--- src/rtl/pcr_cfg_map.vh ---
`ifndef PCR_CFG_MAP_VH
`define PCR_CFG_MAP_VH
// local addresses of the four registers and the command status field
`define PCR_ADDR_CMD_STATUS 4'h0
`define PCR_ADDR_BAR5_MASK 4'h1
`define PCR_ADDR_STICKY 4'h2
`define PCR_ADDR_NONSTICKY 4'h3
`define PCR_MASK_ACCESS_BIT 5
// reset values
`define PCR_RST_CMD_STATUS 32'h0000_0000
`define PCR_RST_BAR5_MASK 32'h0000_0000
`define PCR_RST_STICKY 32'h0000_0000
`define PCR_RST_NONSTICKY 32'h0000_0000
`endif

--- src/rtl/pcr_cfg_reset_access.v ---
`timescale 1ns/1ps
`include "pcr_cfg_map.vh"

module pcr_cfg_reset_access (
   // clock and hard reset
   input wire CLK,
   input wire RST_N,
   // reset requests, one-cycle pulses
   input wire HOT_RST,
   input wire SOFT_RST,
   // local write port
   input wire LCL_WR,
   input wire [3:0] LCL_ADDR,
   input wire [31:0] LCL_WDATA,
   // link-side write attempt to the mask
   input wire LINK_MASK_WR,
   input wire [31:0] LINK_MASK_WDATA,
   // read data of the local port
   output wire [31:0] LCL_RDATA,
   // window five state
   output wire [31:0] BAR5_MASK,
   output wire BAR5_ENABLED,
   // command status enable bit
   output wire MASK_ACCESS_ENABLE,
   // sticky and non-sticky registers
   output wire [31:0] STICKY_BITS,
   output wire [31:0] NONSTICKY_BITS
);

   // notes for users of this block:
   // - the mask location stays locked until the enable bit is set
   // - a reset request and a local write in one cycle: the reset wins
   // - the link side has no write path into the mask at all
   // - hot and soft resets are not told apart here
   // - read data lags the address by one clock

   // reset images of the registers
   wire [31:0] rst_cmd_word;
   wire [31:0] rst_mask_word;
   wire [31:0] rst_sticky_word;
   wire [31:0] rst_nonsticky_word;

   // decoded requests
   wire rst_req;
   wire sel_cmd;
   wire sel_mask;
   wire sel_sticky;
   wire sel_nonsticky;
   wire wr_cmd;
   wire wr_mask;
   wire wr_sticky;
   wire wr_nonsticky;

   // register state and next values
   reg mask_access_ff;
   reg nxt_mask_access;
   reg [31:0] bar5_mask_ff;
   reg [31:0] nxt_bar5_mask;
   reg bar5_enabled_ff;
   reg nxt_bar5_enabled;
   reg [31:0] sticky_ff;
   reg [31:0] nxt_sticky;
   reg [31:0] nonsticky_ff;
   reg [31:0] nxt_nonsticky;
   reg [31:0] rdata_ff;
   reg [31:0] nxt_rdata;

   // reset values kept as words so single bits can be picked out
   assign rst_cmd_word = `PCR_RST_CMD_STATUS;
   assign rst_mask_word = `PCR_RST_BAR5_MASK;
   assign rst_sticky_word = `PCR_RST_STICKY;
   assign rst_nonsticky_word = `PCR_RST_NONSTICKY;

   // hot and soft reset act alike on this block
   assign rst_req = HOT_RST | SOFT_RST;

   // address decode of the local port
   assign sel_cmd = (LCL_ADDR == `PCR_ADDR_CMD_STATUS);
   assign sel_mask = (LCL_ADDR == `PCR_ADDR_BAR5_MASK);
   assign sel_sticky = (LCL_ADDR == `PCR_ADDR_STICKY);
   assign sel_nonsticky = (LCL_ADDR == `PCR_ADDR_NONSTICKY);

   // command status write; a reset request in the same cycle wins
   assign wr_cmd = LCL_WR & sel_cmd & ~rst_req;
   // mask only writable locally while unlocked
   assign wr_mask = LCL_WR & sel_mask & mask_access_ff & ~rst_req;
   // sticky writes held off during a reset request so the word survives it
   assign wr_sticky = LCL_WR & sel_sticky & ~rst_req;
   // non-sticky write
   assign wr_nonsticky = LCL_WR & sel_nonsticky & ~rst_req;

   // link-side mask writes are deliberately not decoded:
   // the link strobe and data have no path into the mask

   // next value of the mask-access enable bit
   always @* begin
      nxt_mask_access = mask_access_ff;
      if (rst_req) begin
         nxt_mask_access = rst_cmd_word[`PCR_MASK_ACCESS_BIT];
      end else if (wr_cmd) begin
         nxt_mask_access = LCL_WDATA[`PCR_MASK_ACCESS_BIT];
      end
   end

   // enable bit flip-flop
   always @(posedge CLK) begin
      if (!RST_N) begin
         mask_access_ff <= rst_cmd_word[`PCR_MASK_ACCESS_BIT];
      end else begin
         mask_access_ff <= nxt_mask_access;
      end
   end

   // next value of the window five mask, left unprogrammed at boot
   always @* begin
      nxt_bar5_mask = bar5_mask_ff;
      nxt_bar5_enabled = bar5_enabled_ff;
      if (rst_req) begin
         nxt_bar5_mask = rst_mask_word;
         nxt_bar5_enabled = 1'b0;
      end else if (wr_mask) begin
         nxt_bar5_mask = LCL_WDATA;
         nxt_bar5_enabled = LCL_WDATA[0]; // window opens only when bit 0 of the written mask is set
      end
   end

   // window five flip-flops
   always @(posedge CLK) begin
      if (!RST_N) begin
         bar5_mask_ff <= rst_mask_word;
         bar5_enabled_ff <= 1'b0;
      end else begin
         bar5_mask_ff <= nxt_bar5_mask;
         bar5_enabled_ff <= nxt_bar5_enabled;
      end
   end

   // next value of the sticky register; hot and soft resets leave it alone
   always @* begin
      nxt_sticky = sticky_ff;
      if (wr_sticky) begin
         nxt_sticky = LCL_WDATA;
      end
   end

   // sticky flip-flops, cleared by the hard reset only
   always @(posedge CLK) begin
      if (!RST_N) begin
         sticky_ff <= rst_sticky_word;
      end else begin
         sticky_ff <= nxt_sticky;
      end
   end

   // next value of the non-sticky register
   always @* begin
      nxt_nonsticky = nonsticky_ff;
      if (rst_req) begin
         nxt_nonsticky = rst_nonsticky_word;
      end else if (wr_nonsticky) begin
         nxt_nonsticky = LCL_WDATA;
      end
   end

   // non-sticky flip-flops
   always @(posedge CLK) begin
      if (!RST_N) begin
         nonsticky_ff <= rst_nonsticky_word;
      end else begin
         nonsticky_ff <= nxt_nonsticky;
      end
   end

   // read mux over the four local locations
   always @* begin
      nxt_rdata = 32'h0000_0000;
      case (LCL_ADDR)
         `PCR_ADDR_CMD_STATUS: begin
            nxt_rdata[`PCR_MASK_ACCESS_BIT] = mask_access_ff;
         end
         `PCR_ADDR_BAR5_MASK: begin
            nxt_rdata = bar5_mask_ff;
         end
         `PCR_ADDR_STICKY: begin
            nxt_rdata = sticky_ff;
         end
         `PCR_ADDR_NONSTICKY: begin
            nxt_rdata = nonsticky_ff;
         end
         default: begin
            nxt_rdata = 32'h0000_0000;
         end
      endcase
   end

   // read data register, one cycle behind the address
   always @(posedge CLK) begin
      if (!RST_N) begin
         rdata_ff <= 32'h0000_0000;
      end else begin
         rdata_ff <= nxt_rdata;
      end
   end

   // read data output
   assign LCL_RDATA = rdata_ff;
   // window five outputs
   assign BAR5_MASK = bar5_mask_ff;
   assign BAR5_ENABLED = bar5_enabled_ff;
   // enable bit output
   assign MASK_ACCESS_ENABLE = mask_access_ff;
   // sticky and non-sticky outputs
   assign STICKY_BITS = sticky_ff;
   assign NONSTICKY_BITS = nonsticky_ff;

endmodule // pcr_cfg_reset_access

--- config.mk ---
export PLATFORM = sky130hd
export DESIGN_NAME = pcr_cfg_reset_access
export DESIGN_NICKNAME = d
export VERILOG_FILES = /design/src/rtl/pcr_cfg_reset_access.v
export VERILOG_INCLUDE_DIRS = /design/src /design/src/rtl
export SDC_FILE = /design/constraint.sdc
export NUM_CORES = 1
export LEC_CHECK = 0
export BUFFER_PORTS_ARGS = -buffer_cell sky130_fd_sc_hd__buf_2
export CORE_ASPECT_RATIO = 2
export CORE_MARGIN = 3
export CORE_UTILIZATION = 40
export CTS_CLUSTER_SIZE = 30
export DETAILED_ROUTE_END_ITERATION = 16
export PLACE_DENSITY_LB_ADDON = 0.05
export SYNTH_ARGS = -nofsm -noshare
export SYNTH_HDL_FRONTEND = slang
export SYNTH_SLANG_ARGS = --single-unit
--- constraint.sdc ---
create_clock -name CLK -period 3 [get_ports CLK]
set_input_delay 0.15 -clock CLK [delete_from_list [all_inputs] [get_ports CLK]]
set_output_delay 0.15 -clock CLK [all_outputs]
set_load 0.01 [all_outputs]
# After elaboration in Yosys (flattened, before gate mapping)
# Cells that the tools add are included.
[totals]
rom_bits = 0
output_inout_bits = 130
reg_bits = 130
input_bits = 74
ram_bits = 0
latchBits = 0
memories = 0
word_cells = 26
[op_classes]
mux = 3
mul = 0
n_shift = 0
div_mod_pow = 0
n_bitwise = 12
order_cmp = 0
addsub = 0
n_reduce_logical = 2
eq_ne = 3
[op_table]
columns = ["op", "n"]
rows = [
  ["$pmux W26 S3", 1],
  ["$pmux W5 S3", 1],
  ["$and A1 B1 Y1", 9],
  ["$eq A4 B2 Y1 const B", 2],
  ["$eq A4 B1 Y1 const B", 1],
  ["$logic_not A4 Y1", 1],
  ["$pmux W1 S4", 1],
  ["$not A1 Y1", 2],
  ["$reduce_or A2 Y1", 1],
  ["$or A1 B1 Y1", 1],
]

# Longest topological paths before layout
# Gate-level depths: netlist of run 1.
[logic_depth]
ltp_word = 4
depth_mapped = 6
ltp_nobuf = 3

# Worst setup path after synthesis of run 1
# OpenSTA, ideal clock, no wires.
[synth_path]
kind = "input-to-reg"
from = "input LCL_ADDR[3]"
to = "register bar5_mask_ff[19] (netlist: BAR5_MASK[19])"
path_buffers = 2
slack_ns = 1.616
arrival_time_ns = 1.252
stages = 5
path_cell_list = "or4_1 > buf_2 > clkbuf_1 > o21ai_0 > a21oi_1"
[synth_via]
elab_chain_cells = 4
[synth_rtl]
columns = ["item", "line", "text"]
rows = [
  ["start, declared", "pcr_cfg_reset_access.v:13", "input wire [3:0] LCL_ADDR,"],
  ["$eq A4 B1 Y1", "--", ""],
  ["$and A1 B1 Y1 (3 in a row)", "pcr_cfg_reset_access.v:86", "assign wr_mask = LCL_WR & sel_mask & mask_access_ff & ~rst_req;"],
  ["end signal, assigned", "pcr_cfg_reset_access.v:130", "bar5_mask_ff <= rst_mask_word;"],
  ["end signal, assigned", "pcr_cfg_reset_access.v:133", "bar5_mask_ff <= nxt_bar5_mask;"],
  ["end, declared", "pcr_cfg_reset_access.v:57", "reg [31:0] bar5_mask_ff;"],
]
# Every way passes these cells.
# A chain may end at the register's enable or synchronous reset.

# Final worst setup path of run 1
[layout_path]
from = "input LCL_ADDR[3]"
to = "register nonsticky_ff[13] (netlist: NONSTICKY_BITS[13])"
[layout_via]
elab_chain_cells = 3
[layout_rtl]
columns = ["item", "line", "text"]
rows = [
  ["$eq A4 B2 Y1", "--", ""],
  ["$and A1 B1 Y1 (2 in a row)", "pcr_cfg_reset_access.v:90", "assign wr_nonsticky = LCL_WR & sel_nonsticky & ~rst_req;"],
  ["end signal, assigned", "pcr_cfg_reset_access.v:168", "nonsticky_ff <= rst_nonsticky_word;"],
  ["end signal, assigned", "pcr_cfg_reset_access.v:170", "nonsticky_ff <= nxt_nonsticky;"],
  ["end, declared", "pcr_cfg_reset_access.v:63", "reg [31:0] nonsticky_ff;"],
]
# Every way passes these cells.

==> results.yml, run 1 <==
floorplanning:
  initial_utilization_pct: 41.5
  core_um2: 12700
  rows: 58
  dieArea_um2: 14700
  chipWidth_um: 87.2
  io_pins: 204
  die_y_um: 168
detailed_routing:
  vias: 5048
  wire_per_inst_um: 18.7
  ant_nets: 0
  drtPass1Iterations: 6
  viasPerCell: 5.52
  drc: 0
  drt_wl_total_mm: 17.1
  drtIter0Drc: 257
final_layout:
  drive_above_1_share_pct: 33.7
  area_growth_pct: 32.1
  final_common_cell: "buf_2"
  nFillCells: 1199
  layout_common_cells: "buf_2 (170), dfxtp_1 (129), nand2_1 (100), o21ai_1 (49), mux2i_1 (34)"
  final_util_pct: 54.8
  nets: 825
synthesis:
  synth_top_area_share_pct: 49.0
  yosys_warnings: 0
  synth_area_leaders: "dfxtp_1 (49%), nand2_1 (7.1%), mux2_2 (6.6%), mux2i_1 (6.5%), o21ai_1 (4.7%)"
  avgSynthCellArea_um2: 8.96
  synth_top_area_cell: "dfxtp_1"
  yosysSeqAreaShare_pct: 49.0
  syn_inst: 588
  syn_area_um2: 5270
  synth_cell_type_count: 26
  ys_ff_latch: 129
  syn_nets: 662
worst_setup_path:
  start_kind: "input port"
  crit_family: "simple AND/OR/NAND/NOR gates"
  r2r_cells: 4
  critPathBufInv: 2
  crit_path_end_kind: "flip-flop"
  critPathKind: "input port to flip-flop"
  path_depth: 5
  cpMaxStageDelayCell: "or4_2"
  slowest_delay_ps: 670
  required_ps: 3330
  cp.arrival_ps: 1910
  crit_chain: "buf_2 -> or4_2 -> or2_1 -> buf_4 -> o21ai_1"
  cp_max_fo: 20
clock_tree:
  cts_resized: 0
  htreeDepth: 4
  post_cts_buffers: 0
  cts_max_path_buffers: 2
  numCtsBuffers: 17
  cts_tree: "yes"
  clock_sinks: 129
  clk_latency_ps: 410
  cts_hold_buffers: 16
  clk_pin_slew_ps: 60
  root_buffer: "clkbuf_16"
timing:
  slew_headroom_pct: 54.1
  timing.final.hold_violations: 0
  setup-tns-final_ps: 0
  maxSlewViolCount: 0
  rsz0062_at_grt: "no"
  worst_pin_slew_ps: 688
  period_needed_ps: 1580
  hold-worst-slack_ps: 11.2
  post-route-period-util_pct: 52.5
  fmax_mhz: 635
  setup_viol: 0
  fin_skew_ps: 12.0
  worst_slack_ps: 1420
pwr:
  total_power_mw: 4.00
  peakVddDrop_v: 0.000431
  p_leak_nw: 2.87
  power_density_nw_per_um2: 575
grt:
  grt-ovfl-total: 0
  grt_pass1_vias: 5055
  grt_start_max_net_pins: 66
  grt_first_pass_wirelength_mm: 27.5
  antenna_found_initial: 1
  grt_usage_pct: 23.9
hold_path:
  min_path_type: "input port to flip-flop"
  hold_depth: 3
job:
  max-cap-violations: 0
place:
  dp_hpwl_mm: 11.2
  place.gp.congestion: 0.758
  port_buffers: 170
  pre_cts_slack_ps: 1010
outcome:
  status: "finished, final reports clean"
## Yosys cell counts (all sizes together)
cell type    n
a21oi       32
a22oi       31
and3         2
and4b        1
buf         20
clkbuf      40
dfxtp      129
mux2        31
mux2i       34
mux4         1
nand2      100
nand3       33
nand4b       1
nor2        33
nor2b        1
nor3b        1
nor4         1
nor4b        1
o211ai      31
o21ai       63
or2          1
or4          1
## cells by family (layout without fill, tap and decap cells)
group	after synthesis	in the layout	synth area share [%]
simple gates	176	176	14.2
compound gates	157	157	17.8
flops	129	129	49.0
mux	66	66	13.5
buf+inv	60	235	5.41
other cells	0	1	0
## power by group
| part | internal [mW] | switching [mW] | total [mW] |
|---|---|---|---|
| logic | 0.0626 | 0.129 | 0.192 |
| registers | 1.72 | 0.00156 | 1.72 |
| clock network | 1.33 | 0.766 | 2.09 |
| total | 3.11 | 0.897 | 4.00 |
## worst min-delay path, stage by stage
cell and delay (ps):
buf_2 110, nand2_1 50, o21ai_1 60
## final timing paths
kind	slack, ps	to	from
min reg2reg	470	STICKY_BITS[16]$_SDFFE_PN0P_	STICKY_BITS[16]$_SDFFE_PN0P_
max	1420	NONSTICKY_BITS[13]$_SDFFE_PP0P_	LCL_ADDR[3]
max reg2reg	1730	BAR5_MASK[21]$_SDFFE_PP0P_	MASK_ACCESS_ENABLE$_SDFFE_PP0P_
min	10	NONSTICKY_BITS[4]$_SDFFE_PP0P_	LCL_WDATA[4]
## flip-flops by register name, summed over array words and instances (netlist names)
name	cells
LCL_RDATA	32
STICKY_BITS	32
BAR5_MASK	32
NONSTICKY_BITS	32
MASK_ACCESS_ENABLE	1
## metrics by stage
step | area (µm²) | cells
finish | 6970 | 914
floorplan | 5270 | 588
CTS | 6960 | 913
global route | 6970 | 914
global placement | 6200 | 866
detailed placement | 6200 | 866
## routing by layer
layer | vias up | part of all wire, % | global-route usage [%]
met5 | - | 0 | 0
met4 | 0 | 1.8 | 7.88
met3 | 21 | 6.4 | 4.55
met2 | 216 | 53 | 42.0
met1 | 2413 | 39 | 28.7
li1 | 2398 | - | -
## layout make-up
class | count | area, µm² | share of cell area, %
multi-input combinational | 399 | 2430 | 34.9
antenna | 1 | 2.50 | 0.0359
timing repair buffer | 204 | 1160 | 16.6
sequential | 129 | 2580 | 37.1
clock buffer | 19 | 443 | 6.36
tap | 150 | 188 | 2.69
clock inverter | 12 | 159 | 2.28
Note: power is estimated with default switching activity, not from simulation.
==> inputs of run 2 (changes only) <==
Settings changed: ABC_AREA from default to 1.
Clock period 3 ns to 1.3 ns, I/O delays scaled along.
==> results.yml, run 2 <==
hold_path:
  min_path_type: "input port to flip-flop"
synthesis:
  synth_cell_type_count: 14
  synth_top_area_cell: "dfxtp_1"
  syn_inst: 837
  synth_top_family_by_area: "simple AND/OR/NAND/NOR gates"
  yosys.area_share.simple_pct: 43.3
  yosys.area_share.adder_pct: 0
  synth_mux_area_share_pct: 0
  avgSynthCellArea_um2: 6.77
  synth_edf_count: 0
  syn_area_um2: 5670
  yosys_warnings: 0
  synth_top_flop_cell: "dfxtp_1"
  synth.most_common_cell: "nor2_1"
  async_reset_ff_share_pct: 0
  synth_xor_area_share_pct: 0
  synth_compound_area_share_pct: 0
  synth_commonest_cells: "nor2_1 (204), nand3_1 (192), nand2_1 (173)"
  synth_top_area_share_pct: 45.6
  synth_area_leaders: "dfxtp_1 (46%), nand3_1 (17%), nor2_1 (14%), nand2_1 (11%), inv_1 (4.6%)"
  ys_ff_latch: 129
  syn_nets: 911
  yosysSeqAreaShare_pct: 45.6
timing:
  fmax_mhz: 876
  setup-tns-final_ps: 0
  timing.final.hold_violations: 0
  fin_skew_ps: 7.94
  rsz0062_at_grt: "no"
  maxSlewViolCount: 0
  slew_headroom_pct: 76.8
  setup_viol: 0
  period_needed_ps: 1140
  worst_slack_ps: 159
  post-route-period-util_pct: 87.8
  worst_pin_slew_ps: 349
job:
  max-cap-violations: 0
pwr:
  power_density_nw_per_um2: 1240
  peakVddDrop_v: 0.000841
  p_leak_nw: 3.72
final_layout:
  final_common_cell: "nor2_1"
  n_antenna_cell: 0
  drive_above_1_share_pct: 24.2
  layout_common_cells: "nor2_1 (199), nand3_1 (192), nand2_1 (172), buf_2 (170), dfxtp_1 (128)"
  final_util_pct: 55.5
  area_growth_pct: 33.8
  nets: 1088
clock_tree:
  clk_pin_slew_ps: 50
  numCtsBuffers: 17
  clk_latency_ps: 400
  cts_tree: "yes"
  root_buffer: "clkbuf_16"
  htreeDepth: 4
  cts_max_path_buffers: 2
  post_cts_buffers: 0
  clock_sinks: 129
worst_setup_path:
  crit_path_end_kind: "flip-flop"
  critPathKind: "flip-flop to flip-flop"
  critPathBufInv: 1
  crit_family: "simple AND/OR/NAND/NOR gates"
  cpMaxStageDelayCell: "dfxtp_2"
  start_kind: "flip-flop"
  cp.arrival_ps: 1440
  crit_chain: "nand2_2 -> nor2_4 -> buf_4 -> nand3_1 -> nand2_1 -> nor2_1"
  slowest_delay_ps: 360
  cp_max_fo: 14
  required_ps: 1590
place:
  pre_cts_slack_ps: 68.9
  port_buffers: 170
  dp_hpwl_mm: 12.7
  place.gp.congestion: 0.783
grt:
  antenna_found_initial: 0
  grt_pass1_vias: 5673
  grt_usage_pct: 23.6
  grt-ovfl-total: 0
  grt_first_pass_wirelength_mm: 29.7
  grt_start_max_net_pins: 37
detailed_routing:
  drt_wl_total_mm: 18.2
  wl_met2_mm: 9.96
  drtIter0Drc: 202
  viasPerCell: 4.79
  wire_per_inst_um: 15.1
  ant_nets: 0
  drc: 0
  wl_met3_um: 935
  vias: 5811
  dr.max_layer_used: "met4"
  wl_met1_mm: 7.11
  drtPass1Iterations: 5
floorplanning:
  io_pins: 204
  dieArea_um2: 15700
  initial_utilization_pct: 41.5
  core_um2: 13700
  chipWidth_um: 90.2
  rows: 60
  die_y_um: 174
outcome:
  status: "finished, final reports clean"
==> run 2: cell count changes after synthesis, sizes merged, moves of 34 or more <==
cell,delta
nor2,+176
nand3,+159
nand2,+75
inv,+73
o21ai,-63
clkbuf,-35
buf,+34
mux2i,-34
==> run 2: final timing paths <==
check                                                       end  depth (start not counted)  slack [ps]                       startpoint
worst max register to register       BAR5_MASK[13]$_SDFFE_PP0P_                          6         160  MASK_ACCESS_ENABLE$_SDFFE_PP0P_
worst min register to register   NONSTICKY_BITS[3]$_SDFFE_PP0P_                          2         500   NONSTICKY_BITS[3]$_SDFFE_PP0P_
worst min-delay path            NONSTICKY_BITS[28]$_SDFFE_PP0P_                          5           6                    LCL_WDATA[28]
worst max-delay path                 BAR5_MASK[13]$_SDFFE_PP0P_                          6         160  MASK_ACCESS_ENABLE$_SDFFE_PP0P_
==> run 2: layout make-up <==
type,count,area [µm²]
Fill cell,1478,6080
Sequential cell,129,2580
Multi-Input combinational cell,576,2490
Timing Repair Buffer,217,1390
Clock buffer,21,470
Inverter,73,274
Tap cell,186,233
Clock inverter,10,134
==> run 2: worst min-delay path, delay by kind of cell <==
family	cells	cell delay, ps
and+or+nand+nor	3	180
buffers and inverters	2	130
==> run 2: per-layer routing <==
metal / vias up / track usage [%]
met1: 2673 / 25.6
met5: - / 0
met4: 0 / 7.03
met2: 168 / 45.1
li1: 2951 / -
met3: 19 / 5.20
==> run 2: power by group <==
part | internal, mW | switching (mW) | total [mW]
registers | 3.96 | 0.00715 | 3.97
logic | 0.203 | 0.377 | 0.580
clock network | 3.15 | 1.72 | 4.86
total | 7.31 | 2.10 | 9.41
==> run 2: kinds of logic (layout without fill, tap and decap cells) <==
logic type,Yosys count,in the layout
buffers and inverters,132,321
AND/OR/NAND/NOR,576,576
flip-flops,129,129
==> run 2: timing repair <==
item / CTS / global route
hold buffers: 16 / 0
setup endpoints to repair: 0 / 32
gates resized for setup: 0 / 2
endpoints found under the hold margin: 20 / 0
==> run 2: through the flow <==
step	hold slack [ps]	instances	power, mW	instance area [µm²]
6_report	6.16	1212	9.41	7580
5_1_grt	18.9	1212	9.76	7580
3_5_place_dp	400	1165	4.60	6810
3_3_place_gp	392	1165	4.60	6810
4_1_cts	0.0154	1212	9.51	7580
2_1_floorplan	290	837	4.36	5670
==> inputs of run 3 (changes only) <==
Settings changed: CORE_UTILIZATION 40 to 45.
==> results.yml, run 3 (synthesis gave the netlist of run 2 again) <==
worst_setup_path:
  cp.arrival_ps: 1500
  crit_path_end_kind: "flip-flop"
  cpMaxStageDelayCell: "dfxtp_2"
  cp_max_fo: 20
  required_ps: 1650
  start_kind: "flip-flop"
  crit_chain: "nand2_1 -> inv_1 -> nand2_1 -> nor2_4 -> buf_12 -> nor2_1 -> nor2_1"
  slowest_delay_ps: 350
  critPathKind: "flip-flop to flip-flop"
final_layout:
  area_growth_pct: 34.3
  final_util_pct: 62.0
  nets: 1095
  drive_above_1_share_pct: 23.9
  final_common_cell: "nor2_1"
  n_antenna_cell: 0
  finalInstanceArea_um2: 7610
  layout_common_cells: "nor2_1 (199), nand3_1 (192), nand2_1 (173), buf_2 (170), dfxtp_1 (128)"
grt:
  grt_usage_pct: 25.9
  grt_pass1_vias: 5838
  grt_start_max_net_pins: 46
  grt_first_pass_wirelength_mm: 28.7
  grt-ovfl-total: 0
  antenna_found_initial: 0
pwr:
  clockPowerShare_pct: 50.5
  seqPwrFrac_pct: 43.0
  combinationalPowerShare_pct: 6.4
  p_leak_nw: 3.74
  peakVddDrop_v: 0.000963
  p_int_mw: 7.06
  p_sw_mw: 2.17
  total_power_mw: 9.23
  power_density_nw_per_um2: 1210
  switching_share_pct: 23.5
place:
  port_buffers: 170
  placed_area_um2: 6790
  dp_hpwl_mm: 12.4
  place.gp.congestion: 0.794
detailed_routing:
  drtPass1Iterations: 5
  vias: 6006
  drtIter0Drc: 329
  drc: 0
  viasPerCell: 5.09
  wire_per_inst_um: 15.2
  ant_nets: 0
  drt_wl_total_mm: 17.9
floorplanning:
  io_pins: 204
  chipWidth_um: 85.3
  core_um2: 12300
  dieArea_um2: 14100
  initial_utilization_pct: 46.2
  rows: 57
  die_y_um: 165
timing:
  timing.final.hold_violations: 0
  period_needed_ps: 1150
  fin_skew_ps: 7.36
  setup-tns-final_ps: 0
  slew_headroom_pct: 67.2
  fmax_mhz: 870
  setup_viol: 0
  worst_pin_slew_ps: 492
  maxSlewViolCount: 0
  rsz0062_at_grt: "no"
  post-route-period-util_pct: 88.5
clock_tree:
  clk_pin_slew_ps: 60
  clk_latency_ps: 420
  cts_max_path_buffers: 2
  htreeDepth: 4
  root_buffer: "clkbuf_16"
  clock_sinks: 129
  cts_tree: "yes"
  numCtsBuffers: 17
outcome:
  status: "finished, final reports clean"
hold_path:
  min_path_type: "input port to flip-flop"
job:
  max-cap-violations: 0
[run 3: cell count changes in the layout (fill, tap and decap cells not counted), moves of 2 or more]
cell           delta
buf_4             -3
dlygate4sd3_1     +7
inv_6             +2
buf_12            +2
clkbuf_8          -2
[run 3: what timing repair did]
action	CTS	global route
endpoints found under the hold margin	30	0
hold buffers	23	0
endpoints found under the setup margin	0	26
resized for setup	0	3
buffers inserted	0	0
[run 3: area by class of cell]
| cell class | instances | area, µm² |
|---|---|---|
| multi-input combinational | 576 | 2490 |
| tap | 147 | 184 |
| inverter | 73 | 274 |
| fill | 1150 | 4660 |
| clock inverter | 12 | 133 |
| timing repair buffer | 224 | 1500 |
| clock buffer | 20 | 447 |
| sequential | 129 | 2580 |
[run 3: final timing paths]
path,from,endpoint,slack (ps),cells past startpoint
worst max register to register,MASK_ACCESS_ENABLE$_SDFFE_PP0P_,BAR5_MASK[18]$_SDFFE_PP0P_,150,7
worst min-delay path,LCL_WDATA[20],NONSTICKY_BITS[20]$_SDFFE_PP0P_,4,5
worst max-delay path,MASK_ACCESS_ENABLE$_SDFFE_PP0P_,BAR5_MASK[18]$_SDFFE_PP0P_,150,7
worst min register to register,BAR5_MASK[25]$_SDFFE_PP0P_,BAR5_MASK[25]$_SDFFE_PP0P_,500,2
[run 3: power groups by stage]
stage / logic, mW / registers [mW] / clock network (mW)
after global routing: 0.650 / 3.97 / 4.89
after floorplan: 0.305 / 4.06 / 0
final: 0.592 / 3.97 / 4.66
after detailed placement: 0.535 / 4.06 / 0
after global placement: 0.527 / 4.06 / 0
after CTS: 0.590 / 3.97 / 4.72
[run 3: metrics by stage]
step                setup WS [ps]  cells  hold slack [ps]
global placement             94.9   1126              388
CTS                          25.4   1181             1.16
detailed placement           60.0   1126              402
global route                 14.4   1181             36.0
finish                        150   1181             4.16
floorplan                    13.2    837              290
[run 3: critical path: cells and delay by family (launching register included)]
kind,cells,cell delay [ps]
buffers and inverters,2,240
flip-flops,1,350
AND/OR/NAND/NOR,5,490
[run 3: routing by layer]
metal	part of all wire, %	vias up	track usage [%]
li1	-	2965	-
met1	36	2754	27.3
met2	54	247	48.2
met3	6.6	40	5.34
met4	2.9	0	12.1
met5	0	-	0
